<file path="src/logic/bmc_pkg.sv">
// package for the basic mode control register bank
// assumes a 50 MHz system clock and a 5-bit management register address
package bmc_pkg;

	localparam int          CLK_MHZ          = 50;
	localparam int          ADDR_W           = 5;
	localparam int          DATA_W           = 16;
	localparam int          REG_COUNT        = 32;
	localparam logic [4:0]  OFFS_BASIC_CTRL  = 5'h00;
	localparam logic [4:0]  OFFS_LOOP_BYPASS = 5'h18;

	localparam int          BIT_RESET        = 15;
	localparam int          BIT_LOOPBACK     = 14;
	localparam int          BIT_SPEED        = 13;
	localparam int          BIT_NEG_ENABLE   = 12;
	localparam int          BIT_RESERVED     = 11;
	localparam int          BIT_DUPLEX       = 8;
	localparam int          BIT_BYP_LOOP_LO  = 8;
	localparam int          BIT_BYP_LOOP_HI  = 9;

	localparam logic [15:0] BASIC_CTRL_RESET = 16'h3100;
	localparam logic [15:0] LOOP_BYPASS_RESET = 16'h0000;

	// software reset sequence length
	localparam int          SOFT_RESET_US    = 2;
	localparam int          SOFT_RESET_CYC   = SOFT_RESET_US * CLK_MHZ;
	// loopback dead time at 100 Mb/s, a least time
	localparam int          DEAD_TIME_US     = 550;
	localparam int          DEAD_TIME_CYC    = DEAD_TIME_US * CLK_MHZ;

	typedef struct packed {
		logic       write;
		logic       read;
		logic [4:0] addr;
		logic [15:0] wdata;
	} mgmt_req_t;

	typedef struct packed {
		logic speed_100;
		logic full_duplex;
		logic neg_enable;
		logic neg_start;
		logic loopback;
		logic [1:0] bypass_loop;
		logic dead_time;
	} link_cfg_t;

	typedef struct packed {
		logic neg_zero;
		logic neg_one;
	} strap_t;

endpackage : bmc_pkg

</file>
<file path="src/logic/strap_sampler.sv">
// samples the negotiation straps through two flip-flops and latches them
// assumes a load pulse from the reset sequencer on the same clock
`timescale 1ns/1ps
module strap_sampler
	import bmc_pkg::*;
(
	input  wire logic   clk_sys,
	input  wire logic   reset,
	input  wire strap_t strap_pin,
	input  wire logic   load,
	output strap_t      strap
);

	strap_t meta;
	strap_t sync;

	// no reset here: the pins are through both stages when reset lifts,
	// so the boot load never catches a cleared stage
	always_ff @(posedge clk_sys) begin
		meta <= strap_pin;
		sync <= meta;
	end

	// latched only on load, so straps are caught after reset release
	always_ff @(posedge clk_sys or posedge reset) begin
		if (reset)
			strap <= '0;
		else if (load)
			strap <= sync;
	end

endmodule : strap_sampler

</file>
<file path="src/logic/cycle_timer.sv">
// down counter that holds busy for a fixed number of cycles after start
// assumes start is a one-cycle pulse on clk_sys
`timescale 1ns/1ps
module cycle_timer #(
	parameter int COUNT = 100
) (
	input  wire logic clk_sys,
	input  wire logic reset,
	input  wire logic start,
	output logic      busy
);

	localparam int W = $clog2(COUNT + 1);
	localparam logic [W-1:0] LOAD = W'(COUNT);

	logic [W-1:0] left;

	always_ff @(posedge clk_sys or posedge reset) begin
		if (reset)
			left <= '0;
		else if (start)
			left <= LOAD;
		else if (left != '0)
			left <= left - W'(1);
	end

	assign busy = (left != '0);

endmodule : cycle_timer

</file>
<file path="src/logic/basic_mode_control_reg.sv">
// basic mode control register bank of a 10/100 physical layer device
// assumes a management frame engine that presents single-cycle
// read and write strobes on clk_sys; strap pins are asynchronous
// Summary of operation
// - writing one to bit 15 returns all control and status registers to defaults
// - software reset also resamples the configuration straps
// - reset bit reads one while the sequence runs, zero when done
// - loopback bit 14 routes transmit data back to receive at both speeds
// - loopback at 100 Mb/s starts a 550 us dead time with no traffic
// - loopback bit overrides loopback bits 8 and 9 of register 18h
// - speed bit 13 chooses 100 or 10 Mb/s, followed under negotiation too
// - latched negotiation straps influence speed and outrank enable bit
// - negotiation enable bit 12 makes duplex bit ignored (full duplex); speed bit still used
// - with negotiation off, speed from bit 13 and duplex from bit 8
// - enabling negotiation after strapped-off start needs zero then one
// - reserved bit 11 written zero, read value ignored
// - defaults follow self-clearing, latching, permanent and strap keys
// - duplex bit 8 selects full or half duplex when negotiation off
// - each register is a 16-bit word, up to 32 per device
`timescale 1ns/1ps
module basic_mode_control_reg
	import bmc_pkg::*;
#(
	parameter int DEAD_CYCLES  = DEAD_TIME_CYC,
	parameter int RESET_CYCLES = SOFT_RESET_CYC
) (
	input  wire logic      clk_sys,
	input  wire logic      reset,
	input  wire mgmt_req_t req,
	input  wire strap_t    strap_pin,
	output logic [15:0]    rdata,
	output logic           rvalid,
	output link_cfg_t      cfg,
	output logic           soft_reset_busy
);

	function automatic logic hit(input logic [4:0] a, input logic [4:0] o);
		hit = (a == o);
	endfunction : hit

	typedef enum logic [1:0] {
		ST_IDLE  = 2'b00,
		ST_RESET = 2'b01,
		ST_LOAD  = 2'b10,
		ST_APPLY = 2'b11
	} seq_t;

	seq_t   state;
	seq_t   next_state;
	strap_t strap;
	logic   timer_start;
	logic   timer_busy;
	logic   strap_load;
	logic   defaults;
	logic   soft_req;
	logic   dead_start;
	logic   dead_busy;
	logic   boot;

	logic        loopback;
	logic        speed;
	logic        neg_enable;
	logic        duplex;
	logic        neg_armed;
	logic        neg_zeroed;
	logic        neg_start;
	logic [15:0] loop_bypass;

	logic wr_ctrl;
	logic wr_byp;

	assign wr_ctrl  = req.write && hit(req.addr, OFFS_BASIC_CTRL);
	assign wr_byp   = req.write && hit(req.addr, OFFS_LOOP_BYPASS);
	assign soft_req = wr_ctrl && req.wdata[BIT_RESET] && (state == ST_IDLE);

	// boot pulse after hardware reset release catches the straps
	always_ff @(posedge clk_sys or posedge reset) begin
		if (reset)
			boot <= 1'b1;
		else
			boot <= 1'b0;
	end

	always_ff @(posedge clk_sys or posedge reset) begin
		if (reset)
			state <= ST_IDLE;
		else
			state <= next_state;
	end

	always_comb begin
		next_state  = state;
		timer_start = 1'b0;
		case (state)
			ST_IDLE: begin
				if (soft_req) begin
					next_state  = ST_RESET;
					timer_start = 1'b1;
				end
			end
			ST_RESET: begin
				if (!timer_busy)
					next_state = ST_LOAD;
			end
			ST_LOAD:
				next_state = ST_APPLY;
			// defaults land here, so writes stay refused and bit 15 set
			ST_APPLY:
				next_state = ST_IDLE;
			default:
				next_state = ST_IDLE;
		endcase
	end

	assign strap_load      = boot || (state == ST_LOAD);
	// defaults applied a cycle after the straps land so they are seen
	assign soft_reset_busy = (state != ST_IDLE);

	always_ff @(posedge clk_sys or posedge reset) begin
		if (reset)
			defaults <= 1'b0;
		else
			defaults <= strap_load;
	end

	cycle_timer #(
		.COUNT (RESET_CYCLES)
	) reset_timer (
		.clk_sys (clk_sys),
		.reset   (reset),
		.start   (timer_start),
		.busy    (timer_busy)
	);

	strap_sampler straps (
		.clk_sys   (clk_sys),
		.reset     (reset),
		.strap_pin (strap_pin),
		.load      (strap_load),
		.strap     (strap)
	);

	// straps: both low forces negotiation off at 10 Mb/s, otherwise
	// neg_zero alone picks speed with negotiation off when neg_one is low
	always_ff @(posedge clk_sys or posedge reset) begin
		if (reset) begin
			speed      <= BASIC_CTRL_RESET[BIT_SPEED];
			neg_enable <= BASIC_CTRL_RESET[BIT_NEG_ENABLE];
			duplex     <= BASIC_CTRL_RESET[BIT_DUPLEX];
		end else if (defaults) begin
			speed      <= strap.neg_zero || strap.neg_one;
			neg_enable <= strap.neg_one;
			duplex     <= BASIC_CTRL_RESET[BIT_DUPLEX];
		end else if (wr_ctrl && state == ST_IDLE) begin
			speed      <= req.wdata[BIT_SPEED];
			neg_enable <= req.wdata[BIT_NEG_ENABLE];
			duplex     <= req.wdata[BIT_DUPLEX];
		end
	end

	// zero-then-one arming; a strapped-on enable is armed by the defaults after reset
	// a one counts only after a zero was written since the last defaults
	always_ff @(posedge clk_sys or posedge reset) begin
		if (reset) begin
			neg_armed  <= 1'b0;
			neg_zeroed <= 1'b0;
			neg_start  <= 1'b0;
		end else begin
			neg_start <= 1'b0;
			if (defaults) begin
				neg_armed  <= strap.neg_one;
				neg_zeroed <= 1'b0;
			end else if (wr_ctrl && state == ST_IDLE) begin
				if (!req.wdata[BIT_NEG_ENABLE]) begin
					neg_armed  <= 1'b0;
					neg_zeroed <= 1'b1;
				end else if (neg_zeroed) begin
					neg_armed  <= 1'b1;
					neg_zeroed <= 1'b0;
					neg_start  <= 1'b1;
				end
			end
		end
	end

	always_ff @(posedge clk_sys or posedge reset) begin
		if (reset)
			loopback <= BASIC_CTRL_RESET[BIT_LOOPBACK];
		else if (defaults)
			loopback <= 1'b0;
		else if (wr_ctrl && state == ST_IDLE)
			loopback <= req.wdata[BIT_LOOPBACK];
	end

	always_ff @(posedge clk_sys or posedge reset) begin
		if (reset)
			loop_bypass <= LOOP_BYPASS_RESET;
		else if (defaults)
			loop_bypass <= LOOP_BYPASS_RESET;
		else if (wr_byp && state == ST_IDLE)
			loop_bypass <= req.wdata;
	end

	// dead time only when loopback is newly set while running 100 Mb/s
	assign dead_start = wr_ctrl && (state == ST_IDLE) && !loopback
		&& req.wdata[BIT_LOOPBACK] && cfg.speed_100;

	cycle_timer #(
		.COUNT (DEAD_CYCLES)
	) dead_timer (
		.clk_sys (clk_sys),
		.reset   (reset),
		.start   (dead_start),
		.busy    (dead_busy)
	);

	always_comb begin
		cfg             = '0;
		cfg.neg_enable  = neg_enable && neg_armed;
		// duplex follows bit 8 only with negotiation off; speed always follows bit 13
		cfg.speed_100   = speed;
		cfg.full_duplex = neg_enable ? 1'b1 : duplex;
		cfg.neg_start   = neg_start;
		cfg.loopback    = loopback;
		cfg.bypass_loop = loopback ? 2'b00
			: loop_bypass[BIT_BYP_LOOP_HI:BIT_BYP_LOOP_LO];
		cfg.dead_time   = dead_busy;
	end

	// reserved bit reads zero; software must ignore it anyway
	always_ff @(posedge clk_sys or posedge reset) begin
		if (reset) begin
			rdata  <= '0;
			rvalid <= 1'b0;
		end else begin
			rvalid <= req.read;
			rdata  <= '0;
			if (req.read && hit(req.addr, OFFS_BASIC_CTRL)) begin
				rdata[BIT_RESET]      <= soft_reset_busy || soft_req;
				rdata[BIT_LOOPBACK]   <= loopback;
				rdata[BIT_SPEED]      <= speed;
				rdata[BIT_NEG_ENABLE] <= neg_enable;
				rdata[BIT_RESERVED]   <= 1'b0;
				rdata[BIT_DUPLEX]     <= duplex;
			end else if (req.read && hit(req.addr, OFFS_LOOP_BYPASS))
				rdata <= loop_bypass;
		end
	end

	reset_bit_holds_a: assert property (@(posedge clk_sys) disable iff (reset)
		soft_req |=> soft_reset_busy [*2])
		else $error("reset bit dropped early");

	defaults_after_seq_a: assert property (@(posedge clk_sys)
		disable iff (reset)
		state == ST_LOAD |=> ##1 (!loopback && loop_bypass == 16'h0000))
		else $error("defaults not restored");

	loop_override_a: assert property (@(posedge clk_sys) disable iff (reset)
		loopback |-> cfg.bypass_loop == 2'b00)
		else $error("bypass loopback not overridden");

	dead_time_a: assert property (@(posedge clk_sys) disable iff (reset)
		dead_start |=> dead_busy [*8])
		else $error("dead time too short");

	neg_arm_a: assert property (@(posedge clk_sys) disable iff (reset)
		(wr_ctrl && state == ST_IDLE && !req.wdata[BIT_NEG_ENABLE])
		|=> !cfg.neg_enable)
		else $error("negotiation not disarmed");

	duplex_sel_a: assert property (@(posedge clk_sys) disable iff (reset)
		!neg_enable |-> cfg.full_duplex == duplex)
		else $error("duplex not taken from bit");

	reserved_zero_a: assert property (@(posedge clk_sys) disable iff (reset)
		$rose(rvalid) && $past(req.addr) == OFFS_BASIC_CTRL
		|-> !rdata[BIT_RESERVED])
		else $error("reserved bit reads one");

	strap_reload_a: assert property (@(posedge clk_sys) disable iff (reset)
		state == ST_LOAD |=> defaults ##1 neg_enable == strap.neg_one)
		else $error("straps not reapplied");

endmodule : basic_mode_control_reg

</file>
<file path="config.mk">
export PLATFORM = sky130hd
export DESIGN_NAME = basic_mode_control_reg
export DESIGN_NICKNAME = d
export VERILOG_FILES = /design/src/logic/bmc_pkg.sv /design/src/logic/strap_sampler.sv /design/src/logic/cycle_timer.sv /design/src/logic/basic_mode_control_reg.sv
export SDC_FILE = /design/constraint.sdc
export NUM_CORES = 1
export LEC_CHECK = 0
export BUFFER_PORTS_ARGS = -buffer_cell sky130_fd_sc_hd__clkbuf_2
export CORE_ASPECT_RATIO = 1.75
export CORE_MARGIN = 2
export CORE_UTILIZATION = 55
export CTS_BUF_LIST = sky130_fd_sc_hd__clkbuf_2 sky130_fd_sc_hd__clkbuf_4 sky130_fd_sc_hd__clkbuf_8
export DETAILED_ROUTE_END_ITERATION = 10
export GPL_TIMING_DRIVEN = 0
export MAX_ROUTING_LAYER = met4
export PLACE_DENSITY = 0.76
export SETUP_SLACK_MARGIN = 0.5
export SYNTH_ARGS = -nofsm -noshare
export SYNTH_HDL_FRONTEND = slang
export SYNTH_SLANG_ARGS = --single-unit
</file>
<file path="constraint.sdc">
create_clock -name clk_sys -period 3.2 [get_ports clk_sys]
set_clock_uncertainty 0.15 [all_clocks]
set_input_delay 0.16 -clock clk_sys [delete_from_list [all_inputs] [get_ports clk_sys]]
set_output_delay 0.16 -clock clk_sys [all_outputs]
set_load 0.02 [all_outputs]
</file>
==> results.md, run 1 <==
* Outcome: finished, final reports clean
* Number of synthesized flops with an enable pin at 0
* CP max FO at 8
* Cell Pwr Density at between 400 and 500 nW/um^2
* Num Clock Sinks at 72
* Post-route non-filler standard cell count at 460
* Number of global-route vias before repair at 2533
* Number of antenna cells inserted at 0
* Area after DPL at 3590 sq um
* Final design area excluding fillers at between 3000 and 4000 sq um
* Width of the chip at around 62 um
* Post-placement setup slack at ~0.63 ns
* Routed vias at 2497
* Count of cells resized by post-cts repair at 0
* Latest clock arrival within the worst-skew pair at about 0.35 ns
* Max-cap violations at 0
* Maximum number of pins on one net before global-route repair at 38
* Unrepaired setup endpoints after global routing: false
* Clock buffer count from CTS at 9
* Hold Path Class: input port to register
* CTS tree: yes
* Weighted congestion reported at the end of routability-driven placement at around 0.83
* Final setup violating endpoints at 0
* Total standard cell area after synthesis at 3220 sq um
* Category of the most critical setup path: register to register
* Clock transition at the registers of the reported paths at roughly 0.070 ns
* Ratio of final minimum period to clock period at 0.805
* Wire length of the first global-routing pass at between 10000 and 15000 um
* Post-Syn Instances at around 300
* Post-route DRC violation count at 0
* Cell count of the worst reg-to-reg path at 7
* Number of detailed-routing iterations run before antenna repair at 4
* CTS Root Cell: sky130_fd_sc_hd__clkbuf_8
* Die Y-Extent at between 100 and 150 um
* Final ANT Viol Nets at 0
* Fillcell total at approximately 440
* Worst IR drop on VDD at between 0.3 and 0.4 mV
* Final hold vios at 0
* Post-synthesis async set-or-reset flop share at 0.944
* Maximum level of the CTS H-tree at 3
* CP Data Arrival Time at 2.66 ns
* # placed instances at roughly 420
* Cell leakage power at between 1.5 and 2 nW
* Synthesis-stage register bit count at 72
* Critical path endpoint category: register
* Type of element launching the critical path: register
* Synth-to-layout area growth at 23.7%
* Required time of the worst setup path at about 3.3 ns
* DPL Wire Length at 4730 um
* Syn avg cell area at between 10 and 15 sq um
* Min Tclk post-route at 2.58 ns
* Core outline area at between 5000 and 6000 sq um
* Count of unique library cells instantiated by Yosys at 50
* Synth warn at 0
* Die area at 6510 sq um
* Initial Utilization at 0.572
* Net count reported at finish at slightly above 400
* Boundary Pins at 53
* Global routing usage summed across all routing layers at 0.237
* Fraction of final layout cells sized beyond drive strength 1 at 0.234
* Main flop type after synthesis: sky130_fd_sc_hd__dfrtp_1
* Core Rows at 36
* Final wirelength at 6680 um
* Clock Tree Buf Depth at 2
* Fraction of the yosys area taken by sequential cells at 0.555
* Tightest Pin Transition at a little under 0.8 ns
* Overall overflow remaining after global route at 0
* DRC violation total after the first TritonRoute iteration at ~110
* Highest Clock Rate at 0.388 GHz
* Final Max Slew Viols at 0
* Cell count of the worst hold path at 3
* TNS Setup at 0 ns
* Synthesized Nets at between 300 and 400
* Routed length per instance at approximately 15 um
* Max-slew headroom at the worst pin at 0.474
* I/O Buffers at 52
* Antenna violations before repair at 0
* Slack of the critical path at between 0.6 and 0.7 ns
* Routed vias/inst at between 5 and 6
* Utilization of the core after routing at 0.708
per-stage QoR:
| step | power [mW] | hold WS (ns) |
|---|---|---|
| global placement | 1.03 | 0.113 |
| finish | 1.71 | 0.0428 |
| CTS | 1.73 | 0.0223 |
| global route | 1.77 | 0.0950 |
| detailed placement | 1.03 | 0.115 |
| floorplan | 0.989 | 0.0377 |
where the power goes:
group | switching, mW | internal (mW) | leakage, nW
Sequential | 0.00689 | 0.925 | 0.888
Combinational | 0.0542 | 0.0457 | 0.829
Clock | 0.308 | 0.369 | 0.102
Total | 0.369 | 1.34 | 1.82
layer usage:
layer | GRT usage | vias to the layer above | part of all wire
met5 | - | - | 0
met4 | 0.108 | 0 | 0.029
met3 | 0.0564 | 18 | 0.042
met2 | 0.377 | 62 | 0.53
met1 | 0.275 | 1214 | 0.39
li1 | - | 1203 | -
critical path, stage by stage, from the launching register on:
cell	delay, ns
sky130_fd_sc_hd__dfrtp_1	0.42
sky130_fd_sc_hd__inv_1	0.07
sky130_fd_sc_hd__ha_1	0.20
sky130_fd_sc_hd__or4b_2	0.63
sky130_fd_sc_hd__or4_4	0.43
sky130_fd_sc_hd__buf_6	0.15
sky130_fd_sc_hd__a311o_1	0.31
sky130_fd_sc_hd__o31a_1	0.11
layout by cell type, fill, tap and decap left out, types with 5 or more instances in the layout:
master / n
sky130_fd_sc_hd__dfrtp_1: 64
sky130_fd_sc_hd__clkbuf_2: 52
sky130_fd_sc_hd__nor2_1: 36
sky130_fd_sc_hd__mux2i_1: 22
sky130_fd_sc_hd__dlygate4sd3_1: 20
sky130_fd_sc_hd__and3_1: 15
sky130_fd_sc_hd__nand2_1: 12
sky130_fd_sc_hd__o21ai_0: 11
sky130_fd_sc_hd__a21oi_1: 11
sky130_fd_sc_hd__inv_1: 11
sky130_fd_sc_hd__clkbuf_8: 11
sky130_fd_sc_hd__nor3_1: 9
sky130_fd_sc_hd__clkbuf_1: 8
sky130_fd_sc_hd__ha_1: 7
sky130_fd_sc_hd__or4_1: 6
sky130_fd_sc_hd__or3_1: 5
sky130_fd_sc_hd__buf_4: 5
sky130_fd_sc_hd__nor4_1: 5
sky130_fd_sc_hd__xor2_1: 5
sky130_fd_sc_hd__clkbuf_4: 5
registers in the layout, indices dropped and copies added, names as in the netlist, 2 cells and up:
register / cells
straps.strap: 2
straps.sync: 2
rdata: 16
loop_bypass: 16
straps.meta: 2
reset_timer.left: 7
dead_timer.left: 15
state: 2
area by class of cell:
type	count	area [sq um]	area share
inverters	12	45.0	0.0113
multi-input cells	195	1300	0.326
flip-flops and latches	72	1790	0.448
well taps	76	95.1	0.0239
repair buffers	73	480	0.121
plain buffers	16	87.6	0.0220
clock buffers	16	189	0.0474
worst paths after layout:
path | slack (ns) | startpoint | endpoint
max in group asynchronous | 1.80 | reset | boot
max reg2reg | 0.62 | dead_timer.left[0] | dead_timer.left[9]
min reg2reg | 0.18 | straps.meta[1] | straps.sync[1]
max | 0.62 | dead_timer.left[0] | dead_timer.left[9]
min in group asynchronous | 0.38 | reset | rdata[7]
min | 0.04 | req[19] | reset_timer.left[4]
synthesized netlist by cell type, drive strengths merged, types with 7 or more instances:
master  number  area [sq um]
buf          8          57.6
o21ai       12          60.1
dfrtp       64          1600
inv         12          45.0
nand2       12          45.0
nor2        36           135
clkbuf       8          30.0
a21oi       11          55.1
ha           7          87.6
mux2i       22           220
or4          7          56.3
nor3        10          55.1
and3        15          93.8
cells by family after synthesis:
logic type | count (synthesis) | synth area share
and+or+nand+nor | 114 | 0.194
buffers and inverters | 28 | 0.0412
other | 1 | 0.00116
muxes | 26 | 0.0824
DFF | 72 | 0.555
AOI/OAI and AO/OA | 40 | 0.0801
adders and majority gates | 7 | 0.0272
xor gates and xnor gates | 7 | 0.0190
timing repair:
| action | in CTS | in global routing |
|---|---|---|
| hold buffers | 20 | 0 |
| endpoints found under the hold margin | 61 | 0 |
| setup buffers | 0 | 0 |
(Power assumes the default switching activity.)
==> run 2, diff against run 1 <==
- clock period: 3.2 -> 2.7 ns (I/O delays scaled with it)
==> run 2 against run 1 <==
Critical path depth is 1 lower. Flip-flop and latch count unchanged. Sequential share of layout area decreased by 2.3 points. Setup slack lost 0.25 ns. Core utilization grew 3.8 points. Sequential power up 18%. Total power grew 22%. Combinational power grew 17%. Die area stayed put. Clock-buffer cell count is 6 lower. Largest cell class unchanged.
==> results.md, run 2 (synthesis gave the netlist of run 1 again) <==
* Boundary Pins at between 50 and 60
* Critical path endpoint category: register
* Top library cells by usage in the layout, fill and taps aside: 63 x sky130_fd_sc_hd__dfrtp_1, 52 x sky130_fd_sc_hd__clkbuf_2, 35 x sky130_fd_sc_hd__nor2_1, 22 x sky130_fd_sc_hd__mux2i_1, 20 x sky130_fd_sc_hd__dlygate4sd3_1
* Hold Path Class: input port to register
* Latest clock arrival within the worst-skew pair at between 0.3 and 0.4 ns
* DRC violation total after the first TritonRoute iteration at roughly 160
* Max-cap violations at 0
* Post-route DRC violation count at 0
* Antenna violations before repair at 0
* Internal Power at 1.60 mW
* Detail Route met2 WL at 3850 um
* Post-route non-filler standard cell count at ~470
* Required time of the worst setup path at approximately 2.8 ns
* Routed vias at 2518
* DPL Wire Length at around 4600 um
* Unrepaired setup endpoints after global routing: true
* Tightest Pin Transition at approximately 0.8 ns
* Clock transition at the registers of the reported paths at roughly 0.080 ns
* Crit-path leading delay family: simple AND/OR/NAND/NOR gates
* Clock Tree Buf Depth at 2
* Core Rows at 36
* # placed instances at between 400 and 500
* Width of the chip at just over 60 um
* CTS Root Cell: sky130_fd_sc_hd__clkbuf_8
* Power share of the combinational group at 0.056
* Slowest cell on the critical path: sky130_fd_sc_hd__or4_4
* Largest stage delay, worst path at approximately 0.54 ns
* Global routing usage summed across all routing layers at 0.230
* Category of the most critical setup path: register to register
* Routed vias/inst at roughly 5.3
* Cell Pwr Density at around 500 nW/um^2
* Core outline area at between 5000 and 6000 sq um
* Final hold vios at 0
* Cell leakage power at about 2.0 nW
* Type of element launching the critical path: register
* Relative contribution of the clock network to total power at 0.414
* Final ANT Viol Nets at 0
* Final Max Slew Viols at 0
* Switching power at about 0.48 mW
* Net count reported at finish at 426
* Fraction of final layout cells sized beyond drive strength 1 at 0.292
* Die area at between 6000 and 7000 sq um
* Initial Utilization at 0.572
* Uppermost layer routed: met4
* Final setup violating endpoints at 0
* Overall overflow remaining after global route at 0
* Final wirelength at between 6000 and 7000 um
* Maximum level of the CTS H-tree at 3
* Outcome: finished, final reports clean
* CP Data Arrival Time at ~2.4 ns
* Number of global-route vias before repair at about 2.5k
* Sum of internal, switching and leakage power at ~2.1 mW
* Net Sw Frac at 0.232
* CTS tree: yes
* Num Clock Sinks at 72
* Routed length per instance at around 15 um
* Crit path buf inv count at 2
* Registers with the highest flip-flop counts: loop_bypass: 16 flops, rdata: 16 flops, dead_timer.left: 15 flops
* Met3 wire len at 169 um
* Min Tclk post-route at between 2 and 2.5 ns
* Number of antenna cells inserted at 0
* CP max FO at 8
* Most common cell after layout, fill and taps aside: sky130_fd_sc_hd__dfrtp_1
* Wire length of the first global-routing pass at 11000 um
* Seq pwr share at 0.530
* Weighted congestion reported at the end of routability-driven placement at about 0.80
* Final design area excluding fillers at about 4200 sq um
* Number of detailed-routing iterations run before antenna repair at 4
* Area after DPL at ~3600 sq um
* Die Y-Extent at approximately 110 um
* TNS Setup at 0 ns
* Maximum number of pins on one net before global-route repair at 69
* Max-slew headroom at the worst pin at 0.464
* Clock buffer count from CTS at 9
* I/O Buffers at 52
* Highest Clock Rate at around 0.43 GHz
* Worst IR drop on VDD at 0.499 mV
* Synth-to-layout area growth at 30.5%
* Utilization of the core after routing at 0.746
* Wire length on met1 at roughly 2700 um
* Ordered list of cells on the worst path: or4_4, buf_6, or4_4, buf_6, a311o_1, o31a_1
* Ratio of final minimum period to clock period at 0.863
* Setup slack of the most critical reg-to-reg path at 0.37 ns
==> run 2: tightest hold or removal path, cell delays in order <==
cell,delay [ns]
sky130_fd_sc_hd__clkbuf_2,0.13
sky130_fd_sc_hd__nor4_1,0.09
sky130_fd_sc_hd__a21oi_1,0.13
==> run 2: per-stage QoR <==
stage | hold WS (ns) | setup WS (ns)
final | 0.0426 | 0.371
after global routing | 0.0728 | 0.315
after detailed placement | 0.0898 | 0.250
after floorplan | 0.0127 | 0.405
after global placement | 0.0879 | -0.0749
after CTS | 0.0231 | 0.378
==> run 2: path summary, 6_finish.rpt <==
kind	from	endpoint	cells after the start
min	req[20]	reset_timer.left[4]	3
max	dead_timer.left[4]	dead_timer.left[9]	6
min in group asynchronous	reset	rdata[9]	3
max reg2reg	dead_timer.left[4]	dead_timer.left[9]	6
min reg2reg	straps.meta[1]	straps.sync[1]	0
max in group asynchronous	reset	dead_timer.left[8]	3
==> run 2: power groups by stage <==
stage / Sequential (mW) / Combinational [mW] / Clock, mW
2_1_floorplan: 1.12 / 0.0488 / 0
3_3_place_gp: 1.13 / 0.0918 / 0
3_5_place_dp: 1.13 / 0.0936 / 0
4_1_cts: 1.10 / 0.118 / 0.882
5_1_grt: 1.10 / 0.130 / 0.917
6_report: 1.10 / 0.117 / 0.864
==> run 2: timing repair <==
action,in CTS,in global routing
pin swaps,3,3
resized for setup,13,11
endpoints found under the hold margin,88,0
hold buffers,20,0
endpoints found under the setup margin,24,20
buffers inserted,11,2
gates cloned,0,1
==> run 2: per-layer routing <==
layer	track usage	vias to the layer above
met5	-	-
met4	0.0821	0
met3	0.0479	13
met2	0.388	46
met1	0.259	1229
li1	-	1230
==> run 2: cell type report <==
type / count / area (sq um)
Clock inverter: 6 / 67.6
Clock buffer: 10 / 138
Tap cell: 76 / 95.1
Buffer: 16 / 109
Fill cell: 401 / 1430
Sequential cell: 72 / 1790
Multi-Input combinational cell: 196 / 1390
Timing Repair Buffer: 85 / 567
Inverter: 12 / 47.5
==> run 3, diff against run 2 <==
- SETUP_SLACK_MARGIN: 0.5 -> 0.05
==> run 3 against run 2 <==
Clock power down 7.4%. Die area unchanged. Cell count down 2.5%. Global-route usage increased by 0.72 points. Setup slack lost 0.25 ns. Core utilization fell by 3.6 points. Non-clock buffer count shrank 11. Via count is 1.0% lower. Register-to-register slack worse by 0.25 ns. Critical path type unchanged. Largest power group unchanged. Sequential power about the same. Critical endpoint unchanged. Sequential share of layout area rose by 2.1 points.
==> results.md, run 3 (synthesis gave the netlist of run 1 again) <==
* Sum of internal, switching and leakage power at 2.02 mW
* Maximum number of pins on one net before global-route repair at 38
* Weighted congestion reported at the end of routability-driven placement at ~0.83
* Slowest cell on the critical path: sky130_fd_sc_hd__or4b_2
* Routed length per instance at 14.5 um
* Crit-path leading delay family: simple AND/OR/NAND/NOR gates
* Post-CTS setup-driven buffer insertion count at 0
* Core Rows at 36
* Die area at 6510 sq um
* Seq pwr share at 0.546
* CP max FO at 8
* Max-slew headroom at the worst pin at 0.473
* Fraction of final layout cells sized beyond drive strength 1 at 0.236
* Final setup violating endpoints at 0
* Clock Tree Buf Depth at 2
* Highest Clock Rate at 0.388 GHz
* Boundary Pins at 53
* Overall overflow remaining after global route at 0
* Hold Path Class: input port to register
* Num Clock Sinks at 72
* DRC violation total after the first TritonRoute iteration at between 100 and 150
* Critical path endpoint category: register
* Initial Utilization at 0.572
* Latest clock arrival within the worst-skew pair at about 0.34 ns
* Worst IR drop on VDD at about 0.42 mV
* Area used by sequential logic in the layout at ~1800 sq um
* DPL Wire Length at around 4700 um
* Relative contribution of the clock network to total power at 0.395
* Top library cells by usage in the layout, fill and taps aside: 64 x sky130_fd_sc_hd__dfrtp_1, 52 x sky130_fd_sc_hd__clkbuf_2, 35 x sky130_fd_sc_hd__nor2_1, 22 x sky130_fd_sc_hd__mux2i_1, 21 x sky130_fd_sc_hd__dlygate4sd3_1
* Antenna violations before repair at 0
* Required time of the worst setup path at about 2.8 ns
* Outcome: finished, final reports clean
* Setup slack of the most critical reg-to-reg path at around 0.12 ns
* Internal Power at 1.59 mW
* Width of the chip at just over 60 um
* Number of detailed-routing iterations run before antenna repair at 4
* Post-route DRC violation count at 0
* Min Tclk post-route at ~2.6 ns
* Registers with the highest flip-flop counts: loop_bypass: 16 flops, rdata: 16 flops, dead_timer.left: 15 flops
* Most common cell after layout, fill and taps aside: sky130_fd_sc_hd__dfrtp_1
* Fillcell total at about 440
* Number of antenna cells inserted at 0
* Cell leakage power at ~1.8 nW
* Synth-to-layout area growth at 24.1%
* Multi-input gate area in the final layout at about 1300 sq um
* CTS Root Cell: sky130_fd_sc_hd__clkbuf_8
* Final wirelength at ~6700 um
* Maximum level of the CTS H-tree at 3
* Power share of the combinational group at 0.059
* Final hold vios at 0
* Unrepaired setup endpoints after global routing: false
* Global routing usage summed across all routing layers at 0.237
* Ratio of final minimum period to clock period at 0.955
* Clock transition at the registers of the reported paths at roughly 0.070 ns
* CTS tree: yes
* Die Y-Extent at 105 um
* CP Data Arrival Time at roughly 2.7 ns
* Tightest Pin Transition at approximately 0.8 ns
* Net Sw Frac at 0.215
* Ordered list of cells on the worst path: inv_1, ha_1, or4b_2, or4_4, buf_6, a311o_1, o31a_1
* Routed vias/inst at 5.41
* Routed vias at around 2.5k
* Switching power at approximately 0.44 mW
* Crit path buf inv count at 2
* I/O Buffers at 52
* Core outline area at approximately 5600 sq um
* Clock buffer count from CTS at 9
* Max-cap violations at 0
* Cell Pwr Density at 506 nW/um^2
* Final ANT Viol Nets at 0
* Category of the most critical setup path: register to register
* Number of global-route vias before repair at approximately 2.5k
* Worst hold slack at approximately 0.020 ns
* Final Max Slew Viols at 0
* Wire length of the first global-routing pass at 11200 um
* Net count reported at finish at ~410
* Type of element launching the critical path: register
* Largest stage delay, worst path at between 0.6 and 0.7 ns
## run 3: path summary, 6_finish.rpt
kind / startpoint / to / cells after the start
worst max-delay path: dead_timer.left[0] / dead_timer.left[9] / 7
worst min-delay path: req[19] / reset_timer.left[4] / 3
worst max register to register: dead_timer.left[0] / dead_timer.left[9] / 7
worst min register to register: straps.meta[1] / straps.sync[1] / 0
max in group asynchronous: reset / boot / 4
min in group asynchronous: reset / rdata[7] / 3
## run 3: through the flow
stage	utilization	worst slack [ns]	cells	area, sq um	setup TNS (ns)
after global placement	0.635	-0.0364	423	3570	-2.02
after CTS	0.709	0.123	461	3990	0
final	0.710	0.121	461	4000	0
after detailed placement	0.638	0.133	424	3590	0
after global routing	0.710	0.0846	461	4000	0
after floorplan	-	0.273	295	3220	0
## run 3: cell type report
type | instances | area share
multi-input combinational | 195 | 0.326
buffer | 16 | 0.0219
tap | 76 | 0.0238
clock buffer | 16 | 0.0473
inverter | 12 | 0.0113
timing repair buffer | 74 | 0.123
sequential | 72 | 0.447
## run 3: power groups by stage
stage               Clock, mW  Sequential [mW]  Combinational, mW
finish                  0.800             1.10              0.120
global route            0.865             1.11              0.133
CTS                     0.822             1.10              0.121
detailed placement          0             1.12             0.0966
global placement            0             1.12             0.0910
floorplan                   0             1.12             0.0488
## run 3: routing by layer
| layer | routed length [um] | share of wire | vias up | GRT usage |
|---|---|---|---|---|
| met3 | 253 | 0.038 | 18 | 0.0564 |
| met1 | 2670 | 0.40 | 1212 | 0.275 |
| met5 | 0 | 0 | - | - |
| met4 | 196 | 0.029 | 0 | 0.108 |
| li1 | - | - | 1204 | - |
| met2 | 3550 | 0.53 | 58 | 0.377 |
## run 3: what timing repair did
| action | CTS | global route |
|---|---|---|
| gates resized for setup | 0 | 1 |
| hold buffers | 21 | 0 |
| endpoints found under the setup margin | 0 | 1 |
| hold endpoints to repair | 62 | 0 |
## run 3: tightest hold or removal path, stage by stage
cell                       delay, ns
sky130_fd_sc_hd__clkbuf_2       0.12
sky130_fd_sc_hd__nor4_1         0.08
sky130_fd_sc_hd__a21oi_1        0.14
